`config.mk`:
```
export PLATFORM = sky130hd
export DESIGN_NAME = config_pin_control
export DESIGN_NICKNAME = d
export VERILOG_FILES = /design/src/shared/cfg_pin_pkg.sv /design/src/hdl/config_pin_control.sv /design/src/hdl/cfg_fifo.sv /design/src/hdl/cfg_tap.sv
export SDC_FILE = /design/constraint.sdc
export NUM_CORES = 1
export LEC_CHECK = 0
export BUFFER_PORTS_ARGS = -buffer_cell sky130_fd_sc_hd__clkbuf_2
export CORE_AREA = 4 4 209 211
export DETAILED_ROUTE_END_ITERATION = 8
export DIE_AREA = 0 0 213 215
export PLACE_DENSITY_LB_ADDON = 0.25
export SETUP_SLACK_MARGIN = 0.4
export SLEW_MARGIN = 10
export SYNTH_ARGS = -nofsm -noshare
export SYNTH_HDL_FRONTEND = slang
export SYNTH_SLANG_ARGS = --single-unit
```
`constraint.sdc`:
```
create_clock -name clk -period 12.1 [get_ports clk]
set_input_delay 0 -clock clk [delete_from_list [all_inputs] [get_ports clk]]
set_output_delay 0 -clock clk [all_outputs]
set_load 0.01 [all_outputs]
```
`src/shared/cfg_pin_pkg.sv`:
```
// Package: constants and types shared by the configuration pin controller
package cfg_pin_pkg;
  // ==========================================================
  // Timing
  localparam int CLK_PERIOD_PS = 4000;
  localparam int FIRST_DATA_DELAY_US = 32;
  localparam int FIRST_DATA_DELAY_CYC = (FIRST_DATA_DELAY_US * 1000000 + CLK_PERIOD_PS - 1) / CLK_PERIOD_PS;
  localparam int CRESET_MIN_NS = 100;
  localparam int CRESET_MIN_CYC = (CRESET_MIN_NS * 1000 + CLK_PERIOD_PS - 1) / CLK_PERIOD_PS;
  localparam int ACT_CLK_DIV = 4;
  // ==========================================================
  // Widths and codes
  localparam int DATA_W = 32;
  localparam int FIFO_DEPTH = 8;
  localparam int IR_W = 4;
  localparam logic [IR_W-1:0] IR_RESET = 4'h1;
  localparam logic [IR_W-1:0] IR_BYPASS = 4'hf;
  localparam logic [IR_W-1:0] IR_ENTER_USER = 4'h7;
  localparam logic [IR_W-1:0] IR_IDCODE = 4'h3;
  localparam logic [31:0] ID_CODE = 32'h0a5a_5001; // Arbitrary value
  localparam logic [1:0] WIDTH_X1 = 2'h0;
  localparam logic [1:0] WIDTH_X4 = 2'h1;
  localparam logic [1:0] WIDTH_X8 = 2'h2;
  localparam logic [1:0] WIDTH_X32 = 2'h3;
  // ==========================================================
  // Types
  typedef enum logic [3:0] {
    TAP_RESET, TAP_IDLE, TAP_SEL_DR, TAP_CAP_DR, TAP_SHIFT_DR, TAP_EXIT1_DR, TAP_PAUSE_DR,
    TAP_EXIT2_DR, TAP_UPD_DR, TAP_SEL_IR, TAP_CAP_IR, TAP_SHIFT_IR, TAP_EXIT1_IR,
    TAP_PAUSE_IR, TAP_EXIT2_IR, TAP_UPD_IR
  } tap_state_t;
  typedef enum logic [2:0] {
    LD_IDLE, LD_WAIT, LD_LOAD, LD_DONE, LD_USER, LD_ERROR
  } load_state_t;
endpackage

```
`src/hdl/config_pin_control.sv`:
```
// Configuration pin controller: done, reconfigure, mode pins, data loader and test port
//
// Notes on behaviour
// RULE1 - Done pin is released high only when loading completes; held low during load.
// RULE2 - User mode is withheld while anyone holds the done pin low.
// RULE3 - A fresh load starts when the reconfigure input rises after a valid low pulse.
// RULE4 - Reconfigure restarts loading only; user logic is not reset by it. The code drops user mode on a restart.
// RULE5 - Test port samples TMS and TDI on rising TCK.
// RULE6 - TDO changes only after falling TCK.
// RULE7 - Undriven TMS or TDI reads as logic one.
// RULE8 - TDI shifts through instruction or selected data register out to TDO.
// RULE9 - TDO is released whenever no shift is in progress.
// RULE10 - Image select input is used only when multi-image mode is enabled.
// RULE11 - Config clock pin is input in passive mode, driven in active mode.
// RULE12 - Data line 0 in passive, out active; line 1 opposite; up to 32 wide. The code never drives line 0 during configuration.
// RULE13 - Configuration accepted only while chip select input is high. The code ignores chip select in active mode.
// RULE14 - Cascade select output enables the next device in a chain.
// RULE15 - Error output goes low on ID mismatch, CRC failure or remote update failure.
// RULE16 - Mode pin sampled and latched on leaving reconfigure reset; one means active.
// RULE17 - In active mode the mode pin becomes low-true select of flash one.
// RULE18 - Dual quad active mode drives a low-true select for flash two.
// RULE19 - Active mode can take its clock from the external load clock pin.
// RULE20 - Outside party keeps test enable high during configuration.
// RULE21 - Dual-purpose pins go to user logic after configuration; dedicated ones never. The code hands only the data lines to user logic.
// RULE22 - Passive host waits first data delay after reconfigure release before data.
// RULE23 - Test port load enters user mode after done high and user entry instruction.
`timescale 1ns/1ps
module config_pin_control
  import cfg_pin_pkg::*;
(
  input wire logic clk,
  input wire logic rst,
  input wire logic ce,
  // Dedicated pins
  input wire logic config_done_flag_in,
  output logic config_done_flag_oe,
  input wire logic creset_n,
  input wire logic tck,
  input wire logic tms,
  input wire logic tms_driven,
  input wire logic tdi,
  input wire logic tdi_driven,
  output logic tdo,
  output logic tdo_oe,
  // Dual-purpose pins
  input wire logic [1:0] image_select,
  input wire logic config_clock_pin_in,
  output logic config_clock_pin_out,
  output logic config_clock_pin_oe,
  input wire logic [DATA_W-1:0] config_data_lines_in,
  output logic [DATA_W-1:0] config_data_lines_out,
  output logic [DATA_W-1:0] config_data_lines_oe,
  input wire logic chip_select_in,
  output logic cascade_select_out,
  output logic config_error_n,
  input wire logic mode_select_flash1_cs_n_in,
  output logic mode_select_flash1_cs_n_out,
  output logic mode_select_flash1_cs_n_oe,
  output logic flash2_select_n,
  input wire logic external_load_clock,
  input wire logic test_n,
  // Configuration and status ports
  input wire logic multi_image_en,
  input wire logic dual_quad_en,
  input wire logic ext_clk_sel,
  input wire logic cascade_en,
  input wire logic [1:0] bus_width,
  input wire logic id_fail,
  input wire logic crc_fail,
  input wire logic remote_fail,
  input wire logic load_last,
  input wire logic tap_load,
  // Loader stream out to the bitstream engine
  output logic [DATA_W-1:0] load_data,
  output logic load_valid,
  input wire logic load_ready,
  output logic [1:0] image_index,
  output logic active_mode,
  output logic user_mode,
  // User-side I/O after configuration
  input wire logic [DATA_W-1:0] user_io_out,
  input wire logic [DATA_W-1:0] user_io_oe,
  output logic [DATA_W-1:0] user_io_in
);
  // ==========================================================
  // Input synchronisers
  localparam int NS = 12;
  logic [NS-1:0] raw, s1_q, s2_q, s3_q;
  assign raw = {config_done_flag_in, creset_n, tck, tms | ~tms_driven, tdi | ~tdi_driven, // RULE7
                config_clock_pin_in, chip_select_in, mode_select_flash1_cs_n_in, external_load_clock,
                test_n, image_select};
  // Two flops for each pin; third flop only feeds edge detection
  always_ff @(posedge clk) begin
    if (rst) begin
      s1_q <= {NS{1'b1}};
      s2_q <= {NS{1'b1}};
      s3_q <= {NS{1'b1}};
    end else if (ce) begin
      s1_q <= raw;
      s2_q <= s1_q;
      s3_q <= s2_q;
    end
  end
  logic [DATA_W-1:0] din1_q, din_q;
  always_ff @(posedge clk) begin
    if (rst) begin
      din1_q <= '0;
      din_q <= '0;
    end else if (ce) begin
      din1_q <= config_data_lines_in;
      din_q <= din1_q;
    end
  end
  wire done_pin = s2_q[11];
  wire creset_s = s2_q[10];
  wire creset_rise = s2_q[10] & ~s3_q[10];
  wire tck_rise = s2_q[9] & ~s3_q[9];
  wire tck_fall = ~s2_q[9] & s3_q[9];
  wire tms_s = s2_q[8];
  wire tdi_s = s2_q[7];
  wire cck_rise = s2_q[6] & ~s3_q[6];
  wire csi_s = s2_q[5];
  wire mode_pin = s2_q[4];
  wire ext_rise = s2_q[3] & ~s3_q[3];
  wire [1:0] image_select_s = s2_q[1:0];

  // ==========================================================
  // Test access port
  logic enter_user_p;
  logic tdo_w, tdo_oe_w;
  cfg_tap u_tap (
    .clk(clk),
    .rst(rst),
    .ce(ce),
    .tck_rise(tck_rise),
    .tck_fall(tck_fall),
    .tms(tms_s),
    .tdi(tdi_s),
    .tdo(tdo_w),
    .tdo_oe(tdo_oe_w),
    .enter_user(enter_user_p)
  );
  assign tdo = tdo_w;
  assign tdo_oe = tdo_oe_w;

  // ==========================================================
  // Reconfigure pulse width and loader sequence
  load_state_t st_q;
  logic [15:0] lowcnt_q;
  logic [23:0] wait_q;
  logic act_q, user_q, err_q, tap_enter_q, dq_q;
  logic [1:0] img_q;
  wire pulse_ok = (lowcnt_q >= 16'(CRESET_MIN_CYC));
  wire restart = creset_rise && pulse_ok;
  wire busy = (st_q == LD_WAIT) || (st_q == LD_LOAD);
  wire fail = id_fail || crc_fail || remote_fail;
  // Count how long the reconfigure input has been low
  always_ff @(posedge clk) begin
    if (rst) begin
      lowcnt_q <= '0;
    end else if (ce) begin
      if (creset_s) begin
        lowcnt_q <= '0;
      end else if (!pulse_ok) begin
        lowcnt_q <= lowcnt_q + 16'h0001;
      end
    end
  end
  // Clock strobe: own divider or external clock in active mode, pin clock in passive
  logic [1:0] div_q;
  logic cclk_q;
  wire div_tick = (div_q == 2'(ACT_CLK_DIV/2 - 1));
  wire act_edge = ext_clk_sel ? ext_rise : (div_tick && !cclk_q); // RULE19
  wire data_edge = act_q ? act_edge : cck_rise; // RULE11
  wire fifo_ready;
  wire take = (st_q == LD_LOAD) && data_edge && (act_q || csi_s) && fifo_ready; // RULE13
  // Loader state
  always_ff @(posedge clk) begin
    if (rst) begin
      st_q <= LD_IDLE;
      act_q <= 1'b0;
      img_q <= 2'h0;
      err_q <= 1'b0;
      wait_q <= '0;
      tap_enter_q <= 1'b0;
      dq_q <= 1'b0;
    end else if (ce) begin
      if (restart) begin
        st_q <= LD_WAIT; // RULE3
        act_q <= mode_pin; // RULE16
        img_q <= multi_image_en ? image_select_s : 2'h0; // RULE10
        dq_q <= dual_quad_en;
        err_q <= 1'b0;
        tap_enter_q <= 1'b0;
        wait_q <= '0;
      end else begin
        if (enter_user_p) begin
          tap_enter_q <= 1'b1;
        end
        unique case (st_q)
          LD_IDLE: ;
          LD_WAIT: begin
            wait_q <= wait_q + 24'h000001;
            if (act_q || wait_q >= 24'(FIRST_DATA_DELAY_CYC - 1)) begin
              st_q <= LD_LOAD; // RULE22
            end
          end
          LD_LOAD: begin
            if (fail) begin
              st_q <= LD_ERROR;
              err_q <= 1'b1; // RULE15
            end else if (load_last) begin
              st_q <= LD_DONE;
            end
          end
          LD_DONE: begin
            if (fail) begin
              st_q <= LD_ERROR;
              err_q <= 1'b1;
            end else if (done_pin && (!tap_load || tap_enter_q || enter_user_p)) begin
              st_q <= LD_USER; // RULE2 RULE23
            end
          end
          LD_USER: ;
          LD_ERROR: ;
        endcase
      end
    end
  end
  // Active clock divider
  always_ff @(posedge clk) begin
    if (rst) begin
      div_q <= '0;
      cclk_q <= 1'b0;
    end else if (ce) begin
      if (div_tick) begin
        div_q <= '0;
        cclk_q <= ~cclk_q;
      end else begin
        div_q <= div_q + 2'h1;
      end
    end
  end

  // ==========================================================
  // Data gather: width selects how many lines feed each word
  // Serial x1 takes line 0 in passive mode and line 1 in active mode; wider modes use the low lines
  function automatic logic [DATA_W-1:0] gather(input logic [1:0] width, input logic act,
                                               input logic [DATA_W-1:0] lines);
    logic [DATA_W-1:0] word;
    word = '0;
    unique case (width)
      WIDTH_X1: word[0] = act ? lines[1] : lines[0];
      WIDTH_X4: word[3:0] = lines[3:0];
      WIDTH_X8: word[7:0] = lines[7:0];
      WIDTH_X32: word = lines;
    endcase
    return word;
  endfunction
  logic [DATA_W-1:0] word_d;
  assign word_d = gather(bus_width, act_q, din_q); // RULE12
  // Buffer side of the output stage
  logic [DATA_W-1:0] fifo_data;
  logic fifo_valid;
  logic [DATA_W-1:0] ld_data_q;
  logic ld_valid_q;
  wire stage_free = !ld_valid_q || load_ready;
  cfg_fifo #(
    .WIDTH(DATA_W),
    .DEPTH(FIFO_DEPTH)
  ) u_fifo (
    .clk(clk),
    .rst(rst || (ce && restart)),
    .ce(ce),
    .in_data(word_d),
    .in_valid(take),
    .in_ready(fifo_ready),
    .out_data(fifo_data),
    .out_valid(fifo_valid),
    .out_ready(stage_free)
  );
  // Output stage: the stream leaves from flops and holds while the engine stalls
  always_ff @(posedge clk) begin
    if (rst) begin
      ld_valid_q <= 1'b0;
      ld_data_q <= '0;
    end else if (ce) begin
      if (restart) begin
        ld_valid_q <= 1'b0;
      end else if (stage_free) begin
        ld_valid_q <= fifo_valid;
        ld_data_q <= fifo_data;
      end
    end
  end
  assign load_data = ld_data_q;
  assign load_valid = ld_valid_q;

  // ==========================================================
  // Registered pin outputs
  wire in_cfg = (st_q != LD_USER);
  always_ff @(posedge clk) begin
    if (rst) begin
      config_done_flag_oe <= 1'b1;
      config_clock_pin_out <= 1'b0;
      config_clock_pin_oe <= 1'b0;
      config_data_lines_out <= '0;
      config_data_lines_oe <= '0;
      cascade_select_out <= 1'b0;
      config_error_n <= 1'b1;
      mode_select_flash1_cs_n_out <= 1'b1;
      mode_select_flash1_cs_n_oe <= 1'b0;
      flash2_select_n <= 1'b1;
      user_q <= 1'b0;
      user_io_in <= '0;
    end else if (ce) begin
      config_done_flag_oe <= !((st_q == LD_DONE) || (st_q == LD_USER)); // RULE1
      config_error_n <= !err_q; // RULE15
      config_clock_pin_out <= cclk_q;
      config_clock_pin_oe <= act_q && busy; // RULE11
      // Passive x1 echoes data on line 1; user drives all lines afterwards
      config_data_lines_out <= in_cfg ? {30'h0, din_q[0], 1'b0} : user_io_out; // RULE21
      config_data_lines_oe <= in_cfg ? {30'h0, (!act_q && busy && bus_width == WIDTH_X1), 1'b0}
                                     : user_io_oe; // RULE12 RULE21
      cascade_select_out <= cascade_en && (st_q == LD_DONE || st_q == LD_USER); // RULE14
      mode_select_flash1_cs_n_out <= !(act_q && busy); // RULE17
      mode_select_flash1_cs_n_oe <= act_q && busy;
      flash2_select_n <= !(act_q && dq_q && busy); // RULE18
      user_q <= (st_q == LD_USER); // RULE4
      user_io_in <= in_cfg ? '0 : din_q; // RULE21
    end
  end
  assign user_mode = user_q;
  assign image_index = img_q;
  assign active_mode = act_q;
endmodule

```
`src/hdl/cfg_fifo.sv`:
```
// Synchronous FIFO with valid/ready on both sides
`timescale 1ns/1ps
module cfg_fifo #(
  parameter int WIDTH = 32,
  parameter int DEPTH = 8
) (
  input wire logic clk,
  input wire logic rst,
  input wire logic ce,
  input wire logic [WIDTH-1:0] in_data,
  input wire logic in_valid,
  output logic in_ready,
  output logic [WIDTH-1:0] out_data,
  output logic out_valid,
  input wire logic out_ready
);
  localparam int AW = $clog2(DEPTH);
  logic [WIDTH-1:0] mem_q [DEPTH];
  logic [AW-1:0] wr_q, rd_q;
  logic [AW:0] cnt_q;
  wire push = in_valid && in_ready;
  wire pop = out_valid && out_ready;
  assign in_ready = (cnt_q != (AW+1)'(DEPTH));
  assign out_valid = (cnt_q != '0);
  assign out_data = mem_q[rd_q];
  // Storage and pointers
  always_ff @(posedge clk) begin
    if (rst) begin
      wr_q <= '0;
      rd_q <= '0;
      cnt_q <= '0;
    end else if (ce) begin
      if (push) begin
        mem_q[wr_q] <= in_data;
        wr_q <= (wr_q == AW'(DEPTH-1)) ? '0 : wr_q + 1'b1;
      end
      if (pop) begin
        rd_q <= (rd_q == AW'(DEPTH-1)) ? '0 : rd_q + 1'b1;
      end
      cnt_q <= cnt_q + (AW+1)'(push) - (AW+1)'(pop);
    end
  end
endmodule

```
`src/hdl/cfg_tap.sv`:
```
// Test access port: state machine, instruction and data registers
`timescale 1ns/1ps
module cfg_tap
  import cfg_pin_pkg::*;
(
  input wire logic clk,
  input wire logic rst,
  input wire logic ce,
  input wire logic tck_rise,
  input wire logic tck_fall,
  input wire logic tms,
  input wire logic tdi,
  output logic tdo,
  output logic tdo_oe,
  output logic enter_user
);
  tap_state_t st_q, st_d;
  logic [IR_W-1:0] ir_sh_q, ir_q;
  logic [31:0] dr_q;
  logic byp_q;
  // ==========================================================
  // Next state from TMS
  always_comb begin
    st_d = st_q;
    unique case (st_q)
      TAP_RESET: st_d = tms ? TAP_RESET : TAP_IDLE;
      TAP_IDLE: st_d = tms ? TAP_SEL_DR : TAP_IDLE;
      TAP_SEL_DR: st_d = tms ? TAP_SEL_IR : TAP_CAP_DR;
      TAP_CAP_DR: st_d = tms ? TAP_EXIT1_DR : TAP_SHIFT_DR;
      TAP_SHIFT_DR: st_d = tms ? TAP_EXIT1_DR : TAP_SHIFT_DR;
      TAP_EXIT1_DR: st_d = tms ? TAP_UPD_DR : TAP_PAUSE_DR;
      TAP_PAUSE_DR: st_d = tms ? TAP_EXIT2_DR : TAP_PAUSE_DR;
      TAP_EXIT2_DR: st_d = tms ? TAP_UPD_DR : TAP_SHIFT_DR;
      TAP_UPD_DR: st_d = tms ? TAP_SEL_DR : TAP_IDLE;
      TAP_SEL_IR: st_d = tms ? TAP_RESET : TAP_CAP_IR;
      TAP_CAP_IR: st_d = tms ? TAP_EXIT1_IR : TAP_SHIFT_IR;
      TAP_SHIFT_IR: st_d = tms ? TAP_EXIT1_IR : TAP_SHIFT_IR;
      TAP_EXIT1_IR: st_d = tms ? TAP_UPD_IR : TAP_PAUSE_IR;
      TAP_PAUSE_IR: st_d = tms ? TAP_EXIT2_IR : TAP_PAUSE_IR;
      TAP_EXIT2_IR: st_d = tms ? TAP_UPD_IR : TAP_SHIFT_IR;
      TAP_UPD_IR: st_d = tms ? TAP_SEL_DR : TAP_IDLE;
    endcase
  end
  wire sel_id = (ir_q == IR_IDCODE);
  wire dr_out = sel_id ? dr_q[0] : byp_q;
  // Sample TMS/TDI on the TCK rising edge, shift registers through TDI
  always_ff @(posedge clk) begin
    if (rst) begin
      st_q <= TAP_RESET;
      ir_q <= IR_IDCODE;
      ir_sh_q <= '0;
      dr_q <= '0;
      byp_q <= 1'b0;
      enter_user <= 1'b0;
    end else if (ce) begin
      enter_user <= 1'b0;
      if (tck_rise) begin
        st_q <= st_d; // RULE5
        unique case (st_q)
          TAP_RESET: ir_q <= IR_IDCODE;
          TAP_CAP_IR: ir_sh_q <= IR_RESET;
          TAP_SHIFT_IR: ir_sh_q <= {tdi, ir_sh_q[IR_W-1:1]}; // RULE8
          TAP_UPD_IR: begin
            ir_q <= ir_sh_q;
            enter_user <= (ir_sh_q == IR_ENTER_USER); // RULE23
          end
          TAP_CAP_DR: begin
            dr_q <= ID_CODE;
            byp_q <= 1'b0;
          end
          TAP_SHIFT_DR: begin
            dr_q <= {tdi, dr_q[31:1]}; // RULE8
            byp_q <= tdi;
          end
          default: ;
        endcase
      end
    end
  end
  // TDO changes only after falling TCK; released outside shift states
  always_ff @(posedge clk) begin
    if (rst) begin
      tdo <= 1'b0;
      tdo_oe <= 1'b0;
    end else if (ce && tck_fall) begin
      tdo <= (st_q == TAP_SHIFT_IR) ? ir_sh_q[0] : dr_out; // RULE6
      tdo_oe <= (st_q == TAP_SHIFT_IR) || (st_q == TAP_SHIFT_DR); // RULE9
    end
  end
endmodule

```
# Word-level counts from Yosys, hierarchy flattened
# Memory sizes are Yosys's and may differ from the RTL's. A register that Yosys moved wholly into a read port is not among the register bits.
# Index checks and enable logic that the tools add are counted.
# Widths: inputs -> output; s select.
# word_totals
regBits	314
ramBits	256
input_bits	125
out_inout_bits	143
word_cells	222
mem_count	1
# op_classes
n_addsub	7
magnitude_cmp	2
n_eq_ne	33
muxes	57
bitwise_logic	16
n_reduce_logical	68
# mem_list
memory	words	word_bits	read_ports	rd_clocked_by_memory_dff	write_ports	line	text
u_fifo.mem_q	8	32	1	1	1	cfg_fifo.sv:18	logic [WIDTH-1:0] mem_q [DEPTH];
# op_table
operator	n
$mux 32	3
$mux 24	3
$pmux 32 s2	1
$pmux 4 s12	1
$mux 3	11
$eq 4x4->1 const B	8
$mux 16	2
$add 24x1->24 const B	1
$ge 24x13->1 const B	1
$mux 1	21
$eq 4x3->1 const B	5
$mux 4	5
$reduce_and 2->1	9
$add 16x1->16 const B	1
$ge 16x5->1 const B	1
$logic_and 1x1->1	16
$pmux 4 s2	2
$reduce_bool 2->1	8
$reduce_and 3->1	5
$eq 4x2->1 const B	3
$ne 4x4->1 const B	3
$logic_or 1x1->1	11
$mux 2	5
$eq 3x3->1 const B	3
other kinds (24)	54

# Depth between registers and ports, before layout
# Gate-level depths: netlist (run 1).
# logic_depth
ltp_word	12
ltp_mapped	12
ltp_nobuf	12

# Cells and area by module
# A second synthesis (run 1) with hierarchy kept.
# unflattened
hier_cells	1863
hier_area_um2	23314.9
# by_module_without_submodules
mod	instances	cells_each	area_each_um2
config_pin_control	1	1194	10825.4
cfg_fifo	1	454	10507.6
cfg_tap	1	215	1981.9

# Worst setup path after synthesis (run 1)
# OpenSTA, ideal clock, no wires.
# synth_path
path_type	flip-flop to flip-flop
startpoint	reg cclk_q
endpoint	mem u_fifo.mem_q[1][0] (enable)
setup_time_ns	0.461
arrival_ns	3.722
required_ns	11.639
setup_slack_ns	7.917
stages_incl_launch_ff	7
path_cell_list	dfxtp_1 > or4b_1 > o211ai_1 > and4_1 > clkbuf_1 > nand3_1 > nor3_1
# synth_between
elab_chain_len	12
# synth_rtl
element	line	text
start, declared	config_pin_control.sv:171	logic cclk_q;
start signal, assigned	config_pin_control.sv:238	cclk_q <= ~cclk_q;
$logic_not 1->1	config_pin_control.sv:173	wire act_edge = ext_clk_sel ? ext_rise : (div_tick && !cclk_q);
$logic_and 1x1->1	config_pin_control.sv:173	
$mux 1	config_pin_control.sv:173	
$mux 1	config_pin_control.sv:174	wire data_edge = act_q ? act_edge : cck_rise;
$logic_and 1x1->1 (3 in series)	config_pin_control.sv:176	wire take = (st_q == LD_LOAD) && data_edge && (act_q || csi_s) && fifo_ready;
$logic_and 1x1->1	cfg_fifo.sv:21	wire push = in_valid && in_ready;
$mux 1	cfg_fifo.sv:33	if (push) begin
$mux 1	cfg_fifo.sv:32	end else if (ce) begin
$mux 1	cfg_fifo.sv:28	if (rst) begin
$mux 1 (implied by the code)	cfg_fifo.sv:34	mem_q[wr_q] <= in_data;
end, declared	cfg_fifo.sv:18	
# Every way passes these cells.

# Worst setup path after layout (run 1)
# layout_path
startpoint	in ce
endpoint	mem u_fifo.mem_q[6][30] (enable)
# layout_between
elab_chain_len	4
word_cells_on_any_way	5
classes_between	mux: 3; reduce/logical: 2
# layout_rtl
element	line	text
start, declared	config_pin_control.sv:33	input wire logic ce,
$logic_and 1x1->1	config_pin_control.sv:273	.rst(rst || (ce && restart)),
$logic_or 1x1->1	config_pin_control.sv:273	
$mux 1 (*)	cfg_fifo.sv:28	
$mux 1 (implied by the code) (*)	cfg_fifo.sv:34	
# Every way passes the cells marked *; elsewhere a longest branch is shown, timed or not.

==> impl_metrics.csv, run 1 <==
group,metric,value,unit
detailed_routing,drcViolationCount,0,
timing,finalSetupTns,0,ns
timing,skew,0.0290,ns
power_and_ir_drop,p_comb_frac,0.107,
clocking,cts_buffers,57,
floorplan,die_h,215,um
power_and_ir_drop,power_frac_seq,0.491,
floorplan,dieWidth,213,um
yosys,synth_edf_count,256,
floorplan,coreArea,41800,um2
placement,portBuffers,266,
clocking,clock_latency,0.63,ns
detailed_routing,avgRoutedWirePerCell,19.7,um
placement,place_congestion,0.845,
final_layout,seq_area,14400,um2
timing,max_freq,256,MHz
global_route,use_met2,0.392,
power_and_ir_drop,p_leak,11.0,nW
timing,period_needed,3.91,ns
placement,dp_hpwl,31.8,mm
global_route,met1_usage,0.330,
flow_run,maxCapViolations,0,
clocking,cts.clk_slew.worst_paths,0.07,ns
yosys,ys_seq_area_frac,0.633,
yosys,ys_warn_count,0,
yosys,synthCells,1857,
floorplan,row_count,75,
placement,dp.cells,2555,
setup_path,slowest_stage,"buf_4",
detailed_routing,routed_via_density,5.74,
power_and_ir_drop,vdd.ir_drop.worst,0.130,mV
timing,min_period_over_period,0.323,
setup_path,arrival,4.19,ns
power_and_ir_drop,p_int,3.34,mW
timing,drv_slew,0,
yosys,synthesis.nets,1997,
min_path,min_path_type,"in2reg",
clocking,cts_hold_buf,181,
global_route,busiest_layer,"met2",
timing,slew-limit-headroom,0.260,
detailed_routing,routed_wl,55.9,mm
clocking,clockRootBuffer,"clkbuf_16",
placement,placed_area,24500,um2
clocking,clockBufferDepth,3,
status,status,"finished clean",
global_route,grt_max_degree,116,
timing,worst_slew_pin_slew,1.09,ns
power_and_ir_drop,p_sw,1.05,mW
power_and_ir_drop,switching_share,0.239,
yosys,yosys_register_bits,592,
detailed_routing,vias,16300,
yosys,syn_avg_cell_area,12.3,um2
final_layout,areaGrowthSynthToFinish,23.7,%
final_layout,final_cells,2843,
setup_path,path_buf_inv,4,
global_route,grt_util_all_layers,0.241,
setup_path,path_cells,"dlygate4sd3_1 -> buf_8 -> buf_4 -> and4_1 -> nand3b_1 -> nor2_2 -> buf_4",
setup_path,setup.worst_path.start_class,"input pin",
setup_path,setup.worst_path.class,"in2reg",
clocking,cts_tree,"done",
detailed_routing,dr.pass1.iters,5,
final_layout,fin_util,0.674,
timing,rsz0062_at_grt,"false",
global_route,use_met3,0.0433,
placement,pre_cts_ws,8.19,ns
detailed_routing,drtIter0Drc,1190,
power_and_ir_drop,power,4.39,mW
clocking,cts_setup_buffers,0,
final_layout,layout.nets,2396,
yosys,synth_cell_types,69,
setup_path,endpoint_kind,"flip-flop",
timing,finalHoldViolations,0,
yosys,async_flop_share,0,
detailed_routing,detail-route-antenna-nets,0,
floorplan,io_pins,268,
final_layout,nFillCells,2870,
setup_path,required,12.38,ns
clocking,htreeDepth,2,
clocking,cts-resized-gates,0,
yosys,synth_ff_type,"dfxtp_1",
power_and_ir_drop,p_clk_frac,0.402,
timing,setup_ws,8.19,ns
floorplan,dieArea,45800,um2
timing,setup_viol,0,
yosys,netlist_area,22800,um2
power_and_ir_drop,power_density,156,nW/um2
setup_path,cpPeakStageDelay,0.87,ns
clocking,cts_sinks,592,
global_route,grt_pass1_wl,88.7,mm
global_route,grt_pass1_vias,16500,
floorplan,start_util,0.545,
final_layout,multi_input_area,7740,um2
setup_path,crit_family,"buffers and inverters",
global_route,grt_overflow,0,
global_route,antenna_found_initial,2,
timing,whs,0.107,ns
final_layout,final_area,28200,um2
setup_path,worstPathMaxFanout,115,
setup_path,cpMostUsedCell,"buf_4",
final_layout,drive_above_1_share,0.206,
[metal layers]
metal  routed length, um  vias to the layer above
li1                    -                     7606
met1               23600                     7970
met2               26800                      617
met3                3820                      123
met4                1600                        0
met5                   0                        -
[worst reg2reg max path, cell delays in order, from the launching register on]
cell	delay (ns)
dfxtp_1	0.39
inv_1	0.08
ha_1	0.18
nor3b_1	0.32
o21a_1	0.28
a21o_1	0.33
nand3b_1	0.25
nor2_2	0.76
buf_4	0.47
[kinds of logic (layout without fill, tap and decap cells)]
logic type	Yosys count	in the layout	share of synthesized area
and+or+nand+nor	603	603	0.124
DFF	592	592	0.633
AOI/OAI and AO/OA	277	277	0.0778
muxes	197	197	0.122
buffers and inverters	156	602	0.0282
xor gates and xnor gates	17	17	0.00654
adders and majority gates	15	15	0.00857
other	0	1	0
[path summary, 6_finish.rpt]
kind	from	endpoint	slack, ns	cells after the start
worst max-delay path	ce	u_fifo.mem_q[6][30]	8.19	7
worst min-delay path	crc_fail	st_q[1]	0.11	5
worst max register to register	lowcnt_q[1]	u_fifo.mem_q[6][30]	8.70	8
worst min register to register	dq_q	dq_q	0.46	2
[final cells by class]
class | instances | area share
clock inverter | 28 | 0.0107
multi-input combinational | 1109 | 0.275
inverter | 24 | 0.00324
antenna | 1 | 0.0000889
timing repair buffer | 472 | 0.119
sequential | 592 | 0.512
tap | 539 | 0.0240
clock buffer | 78 | 0.0559
[power groups by stage]
stage / Combinational, mW / Clock [mW] / Sequential, mW
floorplan: 0.345 / 0 / 2.18
global placement: 0.429 / 0 / 2.20
detailed placement: 0.437 / 0 / 2.20
CTS: 0.474 / 1.79 / 2.16
global route: 0.517 / 1.88 / 2.17
finish: 0.472 / 1.77 / 2.16
[cell usage in the layout (no fill, tap or decap), types with 7 or more instances in the layout]
cell type and instances:
nor3_1 7, xor2_1 7, and2_1 19, ha_1 14
o21ai_0 18, nor2_1 172, buf_4 25, a22oi_1 24
clkbuf_8 8, mux2i_1 130, dlygate4sd3_1 181, and3_1 31
or4_1 9, dfxtp_1 333, clkinv_2 11, nand2_1 171
clkbuf_2 264, nor4_1 11, o211ai_1 9, xnor2_1 10
edfxtp_1 256, a21oi_1 133, clkbuf_16 57, clkbuf_1 14
nand3b_1 7, inv_1 22, o221a_2 9, nand3_1 121
mux4_2 64, a211oi_1 38, nand2b_1 8, or3_1 9
[synthesized netlist by cell type (24+ instances only)]
| master | count | area share |
|---|---|---|
| nor2_1 | 178 | 0.029 |
| edfxtp_1 | 256 | 0.34 |
| buf_2 | 24 | 0.0053 |
| and3_1 | 31 | 0.0085 |
| clkbuf_1 | 94 | 0.015 |
| a22oi_1 | 24 | 0.0079 |
| nand3_1 | 121 | 0.027 |
| dfxtp_1 | 336 | 0.30 |
| a211oi_1 | 38 | 0.013 |
| a21oi_1 | 134 | 0.029 |
| nand2_1 | 171 | 0.028 |
| mux2i_1 | 130 | 0.057 |
| mux4_2 | 64 | 0.063 |
[state kept, by name (all words and copies together), names as in the netlist, 11 cells and up]
name                   cells
u_fifo.mem_q             256
config_data_lines_oe      32
config_data_lines_out     32
din1_q                    32
din_q                     32
load_data                 32
user_io_in                32
u_tap.dr_q                31
wait_q                    24
lowcnt_q                  16
s1_q                      11
s2_q                      11
Power figures use the tool's default switching activity.
==> inputs of run 2 (changes only) <==
clock period = 3.9 ns   (was 12.1 ns; I/O delays follow)
==> run 2 against run 1 <==
Against the previous run:
- first-iteration DRC count rose by 5.4%
- sequential cell count did not move
- clock skew fell by 0.013 ns
- via count fell by 1.1%
- clock power rose to 3.1 times the previous value
- highest routed layer unchanged
==> impl_metrics.csv, run 2 (synthesized netlist as in run 1, its figures left out) <==
group,metric,value,unit
status,status,"finished clean",
clocking,cts.clk_slew.worst_paths,0.06,ns
power_and_ir_drop,power_density,488,nW/um2
timing,worst_slew_pin_slew,1.03,ns
setup_path,reg2reg_to,"u_fifo.mem_q[0][19]",
placement,portBuffers,266,
final_layout,drive_above_1_share,0.207,
min_path,hold_path_end,"mode_select_flash1_cs_n_oe",
flow_run,maxCapViolations,0,
clocking,cts-resized-gates,0,
power_and_ir_drop,p_leak,10.9,nW
detailed_routing,detail-route-antenna-nets,0,
placement,pre_cts_ws,1.00,ns
floorplan,dieWidth,213,um
timing,finalSetupTns,0,ns
floorplan,row_count,75,
floorplan,io_pins,268,
timing,drv_slew,0,
detailed_routing,routed_via_density,5.71,
global_route,grt_max_degree,132,
global_route,grt_pass1_wl,90.6,mm
detailed_routing,routed_wl,57.1,mm
global_route,grt_util_all_layers,0.247,
clocking,cts_buffers,57,
clocking,clockBufferDepth,3,
final_layout,final_common_cell,"dfxtp_1",
setup_path,path_cells,"inv_1 -> ha_1 -> nor3b_1 -> o21a_1 -> a21o_1 -> nand3b_1 -> nor3_4 -> buf_4",
final_layout,largest_reg_flops,256,
setup_path,setup.worst_path.start_class,"flip-flop",
clocking,htreeDepth,2,
global_route,grt_pass1_vias,16400,
setup_path,slowest_stage,"buf_4",
min_path,min_path_type,"in2reg",
setup_path,r2r-start,"lowcnt_q[1]",
power_and_ir_drop,vdd.ir_drop.worst,0.409,mV
timing,whs,0.0812,ns
final_layout,final_cell_mix,"333 x dfxtp_1, 264 x clkbuf_2, 256 x edfxtp_1",
timing,rsz0062_at_grt,"false",
setup_path,worstPathMaxFanout,32,
setup_path,endpoint_kind,"flip-flop",
detailed_routing,dr.pass1.iters,5,
global_route,grt_overflow,0,
setup_path,reg2reg_depth,8,
final_layout,areaGrowthSynthToFinish,22.8,%
clocking,cts_sinks,592,
setup_path,path_depth,8,
timing,skew,0.0156,ns
detailed_routing,vias,16100,
floorplan,die_h,215,um
timing,finalHoldViolations,0,
min_path,holdPathStages,2,
final_layout,nFillCells,2902,
setup_path,cpPeakStageDelay,0.47,ns
final_layout,fin_util,0.670,
placement,dp_hpwl,33.0,mm
timing,setup_ws,1.00,ns
setup_path,crit_family,"simple AND/OR/NAND/NOR gates",
detailed_routing,drcViolationCount,0,
timing,max_freq,345,MHz
setup_path,path_buf_inv,2,
floorplan,dieArea,45800,um2
setup_path,setup.worst_path.class,"reg2reg",
min_path,hold_start,"rst",
final_layout,layout.nets,2379,
setup_path,arrival,3.14,ns
placement,place_congestion,0.885,
setup_path,required,4.14,ns
final_layout,top_register,"u_fifo.mem_q",
global_route,antenna_found_initial,2,
timing,min_period_over_period,0.743,
floorplan,start_util,0.545,
detailed_routing,drtIter0Drc,1254,
setup_path,rrSetupSlack,1.00,ns
floorplan,coreArea,41800,um2
clocking,cts_tree,"done",
clocking,clockRootBuffer,"clkbuf_16",
clocking,clock_latency,0.61,ns
timing,period_needed,2.90,ns
detailed_routing,avgRoutedWirePerCell,20.2,um
timing,setup_viol,0,
timing,slew-limit-headroom,0.314,
-- run 2: changes by cell type in the layout (fill, tap and decap cells not counted), moves of 2 or more --
cell / change
buf_4: +5
clkbuf_1: +5
clkinv_2: -4
clkinv_4: -2
dlygate4sd3_1: -22
nor3_2: -2
nor3_4: +2
-- run 2: layout make-up --
| type | count | area [um2] | area share |
|---|---|---|---|
| timing repair buffer | 455 | 3170 | 0.113 |
| inverter | 24 | 91.3 | 0.00327 |
| multi-input combinational | 1109 | 7750 | 0.277 |
| clock buffer | 82 | 1580 | 0.0565 |
| tap | 539 | 674 | 0.0241 |
| clock inverter | 23 | 267 | 0.00953 |
| antenna | 2 | 5.00 | 0.000179 |
| sequential | 592 | 14400 | 0.516 |
-- run 2: timing repair --
action,4_1_cts,5_1_grt
setup buffers,0,0
endpoints found under the hold margin,142,0
hold buffers,159,0
-- run 2: worst register-to-register path: cells and delay by family, from the launching register on --
kind | cells | cell delay, ns
and+or+nand+nor | 3 | 0.77
AOI/OAI and AO/OA | 2 | 0.58
buffers and inverters | 2 | 0.56
DFF | 1 | 0.41
adders and majority gates | 1 | 0.18
-- run 2: routing by layer --
| layer | routed length (um) | global-route usage | up-vias |
|---|---|---|---|
| li1 | - | - | 7592 |
| met1 | 23500 | 0.326 | 7874 |
| met2 | 28200 | 0.413 | 568 |
| met3 | 3730 | 0.0543 | 101 |
| met4 | 1690 | 0.0745 | 0 |
| met5 | 0 | 0 | - |
-- run 2: worst max-delay path by stage --
stage,startpoint,to
after floorplan,cclk_q,u_fifo.mem_q[7][0]
after detailed placement,lowcnt_q[1],u_fifo.mem_q[0][20]
final,lowcnt_q[1],u_fifo.mem_q[0][19]
after global routing,lowcnt_q[1],u_fifo.mem_q[0][19]
after global placement,lowcnt_q[1],u_fifo.mem_q[3][20]
after CTS,lowcnt_q[1],u_fifo.mem_q[0][22]
-- run 2: per-stage QoR --
stage	instances	area [um2]	total power, mW
4_1_cts	2824	28000	13.7
2_1_floorplan	1857	22800	7.83
3_5_place_dp	2560	24500	8.23
3_3_place_gp	2560	24500	8.19
5_1_grt	2826	28000	14.1
6_report	2826	28000	13.6
-- run 2: power by group --
part	internal, mW	leakage [nW]	switching (mW)
logic	0.728	4.38	0.634
clock network	3.15	0.890	2.30
registers	6.55	5.61	0.286
==> inputs of run 3 (changes only) <==
clock period = 2.75 ns   (was 3.9 ns; I/O delays follow)
==> run 3 against run 2 <==
Against the previous run:
- sequential power up 40%
- worst setup slack lost 0.65 ns
- non-clock buffer count rose by 7
- register-to-register slack worse by 0.65 ns
- hold slack lost 0.014 ns
- clock-buffer cell count is 3 lower
- clock skew grew 0.0064 ns
==> impl_metrics.csv, run 3 (synthesized netlist as in run 1, its figures left out) <==
group,metric,value,unit
final_layout,areaGrowthSynthToFinish,24.9,%
power_and_ir_drop,power_density,683,nW/um2
setup_path,cpPeakStageDelay,0.55,ns
global_route,grt_overflow,0,
clocking,clock_latency,0.62,ns
final_layout,layout.nets,2387,
setup_path,endpoint_kind,"flip-flop",
floorplan,coreArea,41800,um2
power_and_ir_drop,power,19.4,mW
timing,whs,0.0669,ns
min_path,hold_path_end,"st_q[0]",
setup_path,setup.worst_path.class,"reg2reg",
min_path,hold_start,"crc_fail",
flow_run,maxCapViolations,0,
min_path,min_path_type,"in2reg",
detailed_routing,avgRoutedWirePerCell,19.9,um
floorplan,dieWidth,213,um
placement,place_congestion,0.882,
timing,setup_viol,0,
placement,pre_cts_ws,0.265,ns
final_layout,nFillCells,2824,
setup_path,path_cells,"or4_4 -> nor3_4 -> a21o_1 -> buf_6 -> nand3_4 -> nor3_4 -> buf_6 -> bufbuf_16",
floorplan,die_h,215,um
timing,worst_slew_pin_slew,0.984,ns
clocking,clockBufferDepth,3,
setup_path,reg2reg_to,"u_fifo.mem_q[1][5]",
final_layout,drive_above_1_share,0.234,
floorplan,row_count,75,
clocking,cts_tree,"done",
clocking,cts.clk_slew.worst_paths,0.06,ns
detailed_routing,dr.pass1.iters,5,
global_route,grt_pass1_vias,16200,
setup_path,worstPathMaxFanout,8,
global_route,grt_max_degree,95,
floorplan,io_pins,268,
timing,finalHoldViolations,0,
global_route,grt_pass1_wl,88.2,mm
power_and_ir_drop,vdd.ir_drop.worst,0.510,mV
timing,setup_ws,0.357,ns
final_layout,antenna_cells,0,
clocking,htreeDepth,2,
final_layout,top_register,"u_fifo.mem_q",
placement,portBuffers,266,
global_route,grt_util_all_layers,0.240,
detailed_routing,detail-route-antenna-nets,0,
detailed_routing,drcViolationCount,0,
timing,min_period_over_period,0.870,
timing,finalSetupTns,0,ns
timing,skew,0.0220,ns
final_layout,final_common_cell,"dfxtp_1",
detailed_routing,vias,16400,
timing,drv_slew,0,
placement,dp_hpwl,33.3,mm
floorplan,start_util,0.545,
clocking,cts_sinks,592,
setup_path,rrSetupSlack,0.36,ns
setup_path,required,3.06,ns
final_layout,final_cell_mix,"328 x dfxtp_1, 264 x clkbuf_2, 256 x edfxtp_1",
floorplan,dieArea,45800,um2
setup_path,r2r-start,"lowcnt_q[15]",
detailed_routing,drtIter0Drc,1212,
setup_path,reg2reg_depth,8,
clocking,clockRootBuffer,"clkbuf_16",
clocking,cts_buffers,58,
detailed_routing,routed_via_density,5.77,
setup_path,setup.worst_path.start_class,"flip-flop",
power_and_ir_drop,p_leak,11.1,nW
timing,slew-limit-headroom,0.344,
global_route,antenna_found_initial,0,
timing,max_freq,418,MHz
detailed_routing,routed_wl,56.5,mm
min_path,holdPathStages,5,
setup_path,slowest_stage,"or4_4",
final_layout,largest_reg_flops,256,
setup_path,worst_setup_path_startpoint,"lowcnt_q[15]",
setup_path,arrival,2.71,ns
timing,rsz0062_at_grt,"true",
timing,period_needed,2.39,ns
status,status,"finished clean",
run 3: cell count changes in the layout (fill, tap and decap cells not counted), sizes merged, moves of 2 or more:
cell | previous run | this run
buf | 31 | 63
bufinv | 5 | 2
clkinv | 16 | 23
clkinvlp | 3 | 5
diode | 2 | 0
dlygate4sd3 | 159 | 129
inv | 23 | 25
run 3: worst max path at each step:
stage | to | slack [ns] | cells after the start
global route | u_fifo.mem_q[1][0] | 0.31 | 8
detailed placement | u_fifo.mem_q[1][20] | 0.27 | 6
CTS | u_fifo.mem_q[3][31] | 0.41 | 8
floorplan | u_fifo.mem_q[0][0] | -0.12 | 5
global placement | u_fifo.mem_q[1][18] | 0.31 | 6
finish | u_fifo.mem_q[1][5] | 0.36 | 8
run 3: report_power, final:
| part | internal [mW] | total, mW | switching, mW |
|---|---|---|---|
| Combinational | 1.11 | 2.13 | 1.02 |
| Clock | 4.36 | 7.72 | 3.37 |
| Sequential | 9.28 | 9.57 | 0.287 |
| Total | 14.8 | 19.4 | 4.67 |
run 3: cell type report:
class,instances,area (um2),share of cell area
Timing Repair Buffer,462,3530,0.124
Multi-Input combinational cell,1109,7840,0.276
Inverter,24,91.3,0.00321
Sequential cell,592,14400,0.507
Clock inverter,31,234,0.00823
Clock buffer,79,1630,0.0574
Tap cell,539,674,0.0237
run 3: layer usage:
layer / up-vias / share of wire / global-route usage
li1: 7582 / - / -
met1: 7972 / 0.41 / 0.326
met2: 675 / 0.48 / 0.384
met3: 130 / 0.074 / 0.0570
met4: 0 / 0.031 / 0.0752
met5: - / 0 / 0
run 3: repair_timing:
| item | 4_1_cts | 5_1_grt |
|---|---|---|
| buffers inserted | 7 | 5 |
| hold endpoints to repair | 145 | 0 |
| endpoints found under the setup margin | 178 | 192 |
| gates resized for setup | 9 | 15 |
| hold buffers | 129 | 0 |
| pin swaps | 6 | 7 |
| cloned | 3 | 5 |
run 3: critical path, delay by kind of cell (launching register included):
family	cells	cell delay, ns
buf+inv	3	0.56
compound gates	1	0.25
simple gates	4	1.00
flops	1	0.32
run 3: metrics by stage:
stage,util,cell area (um2),instances
after floorplan,-,22900,1857
after global placement,0.596,24900,2577
after detailed placement,0.596,24900,2577
after CTS,0.676,28200,2826
after global routing,0.681,28400,2836
final,0.681,28400,2836
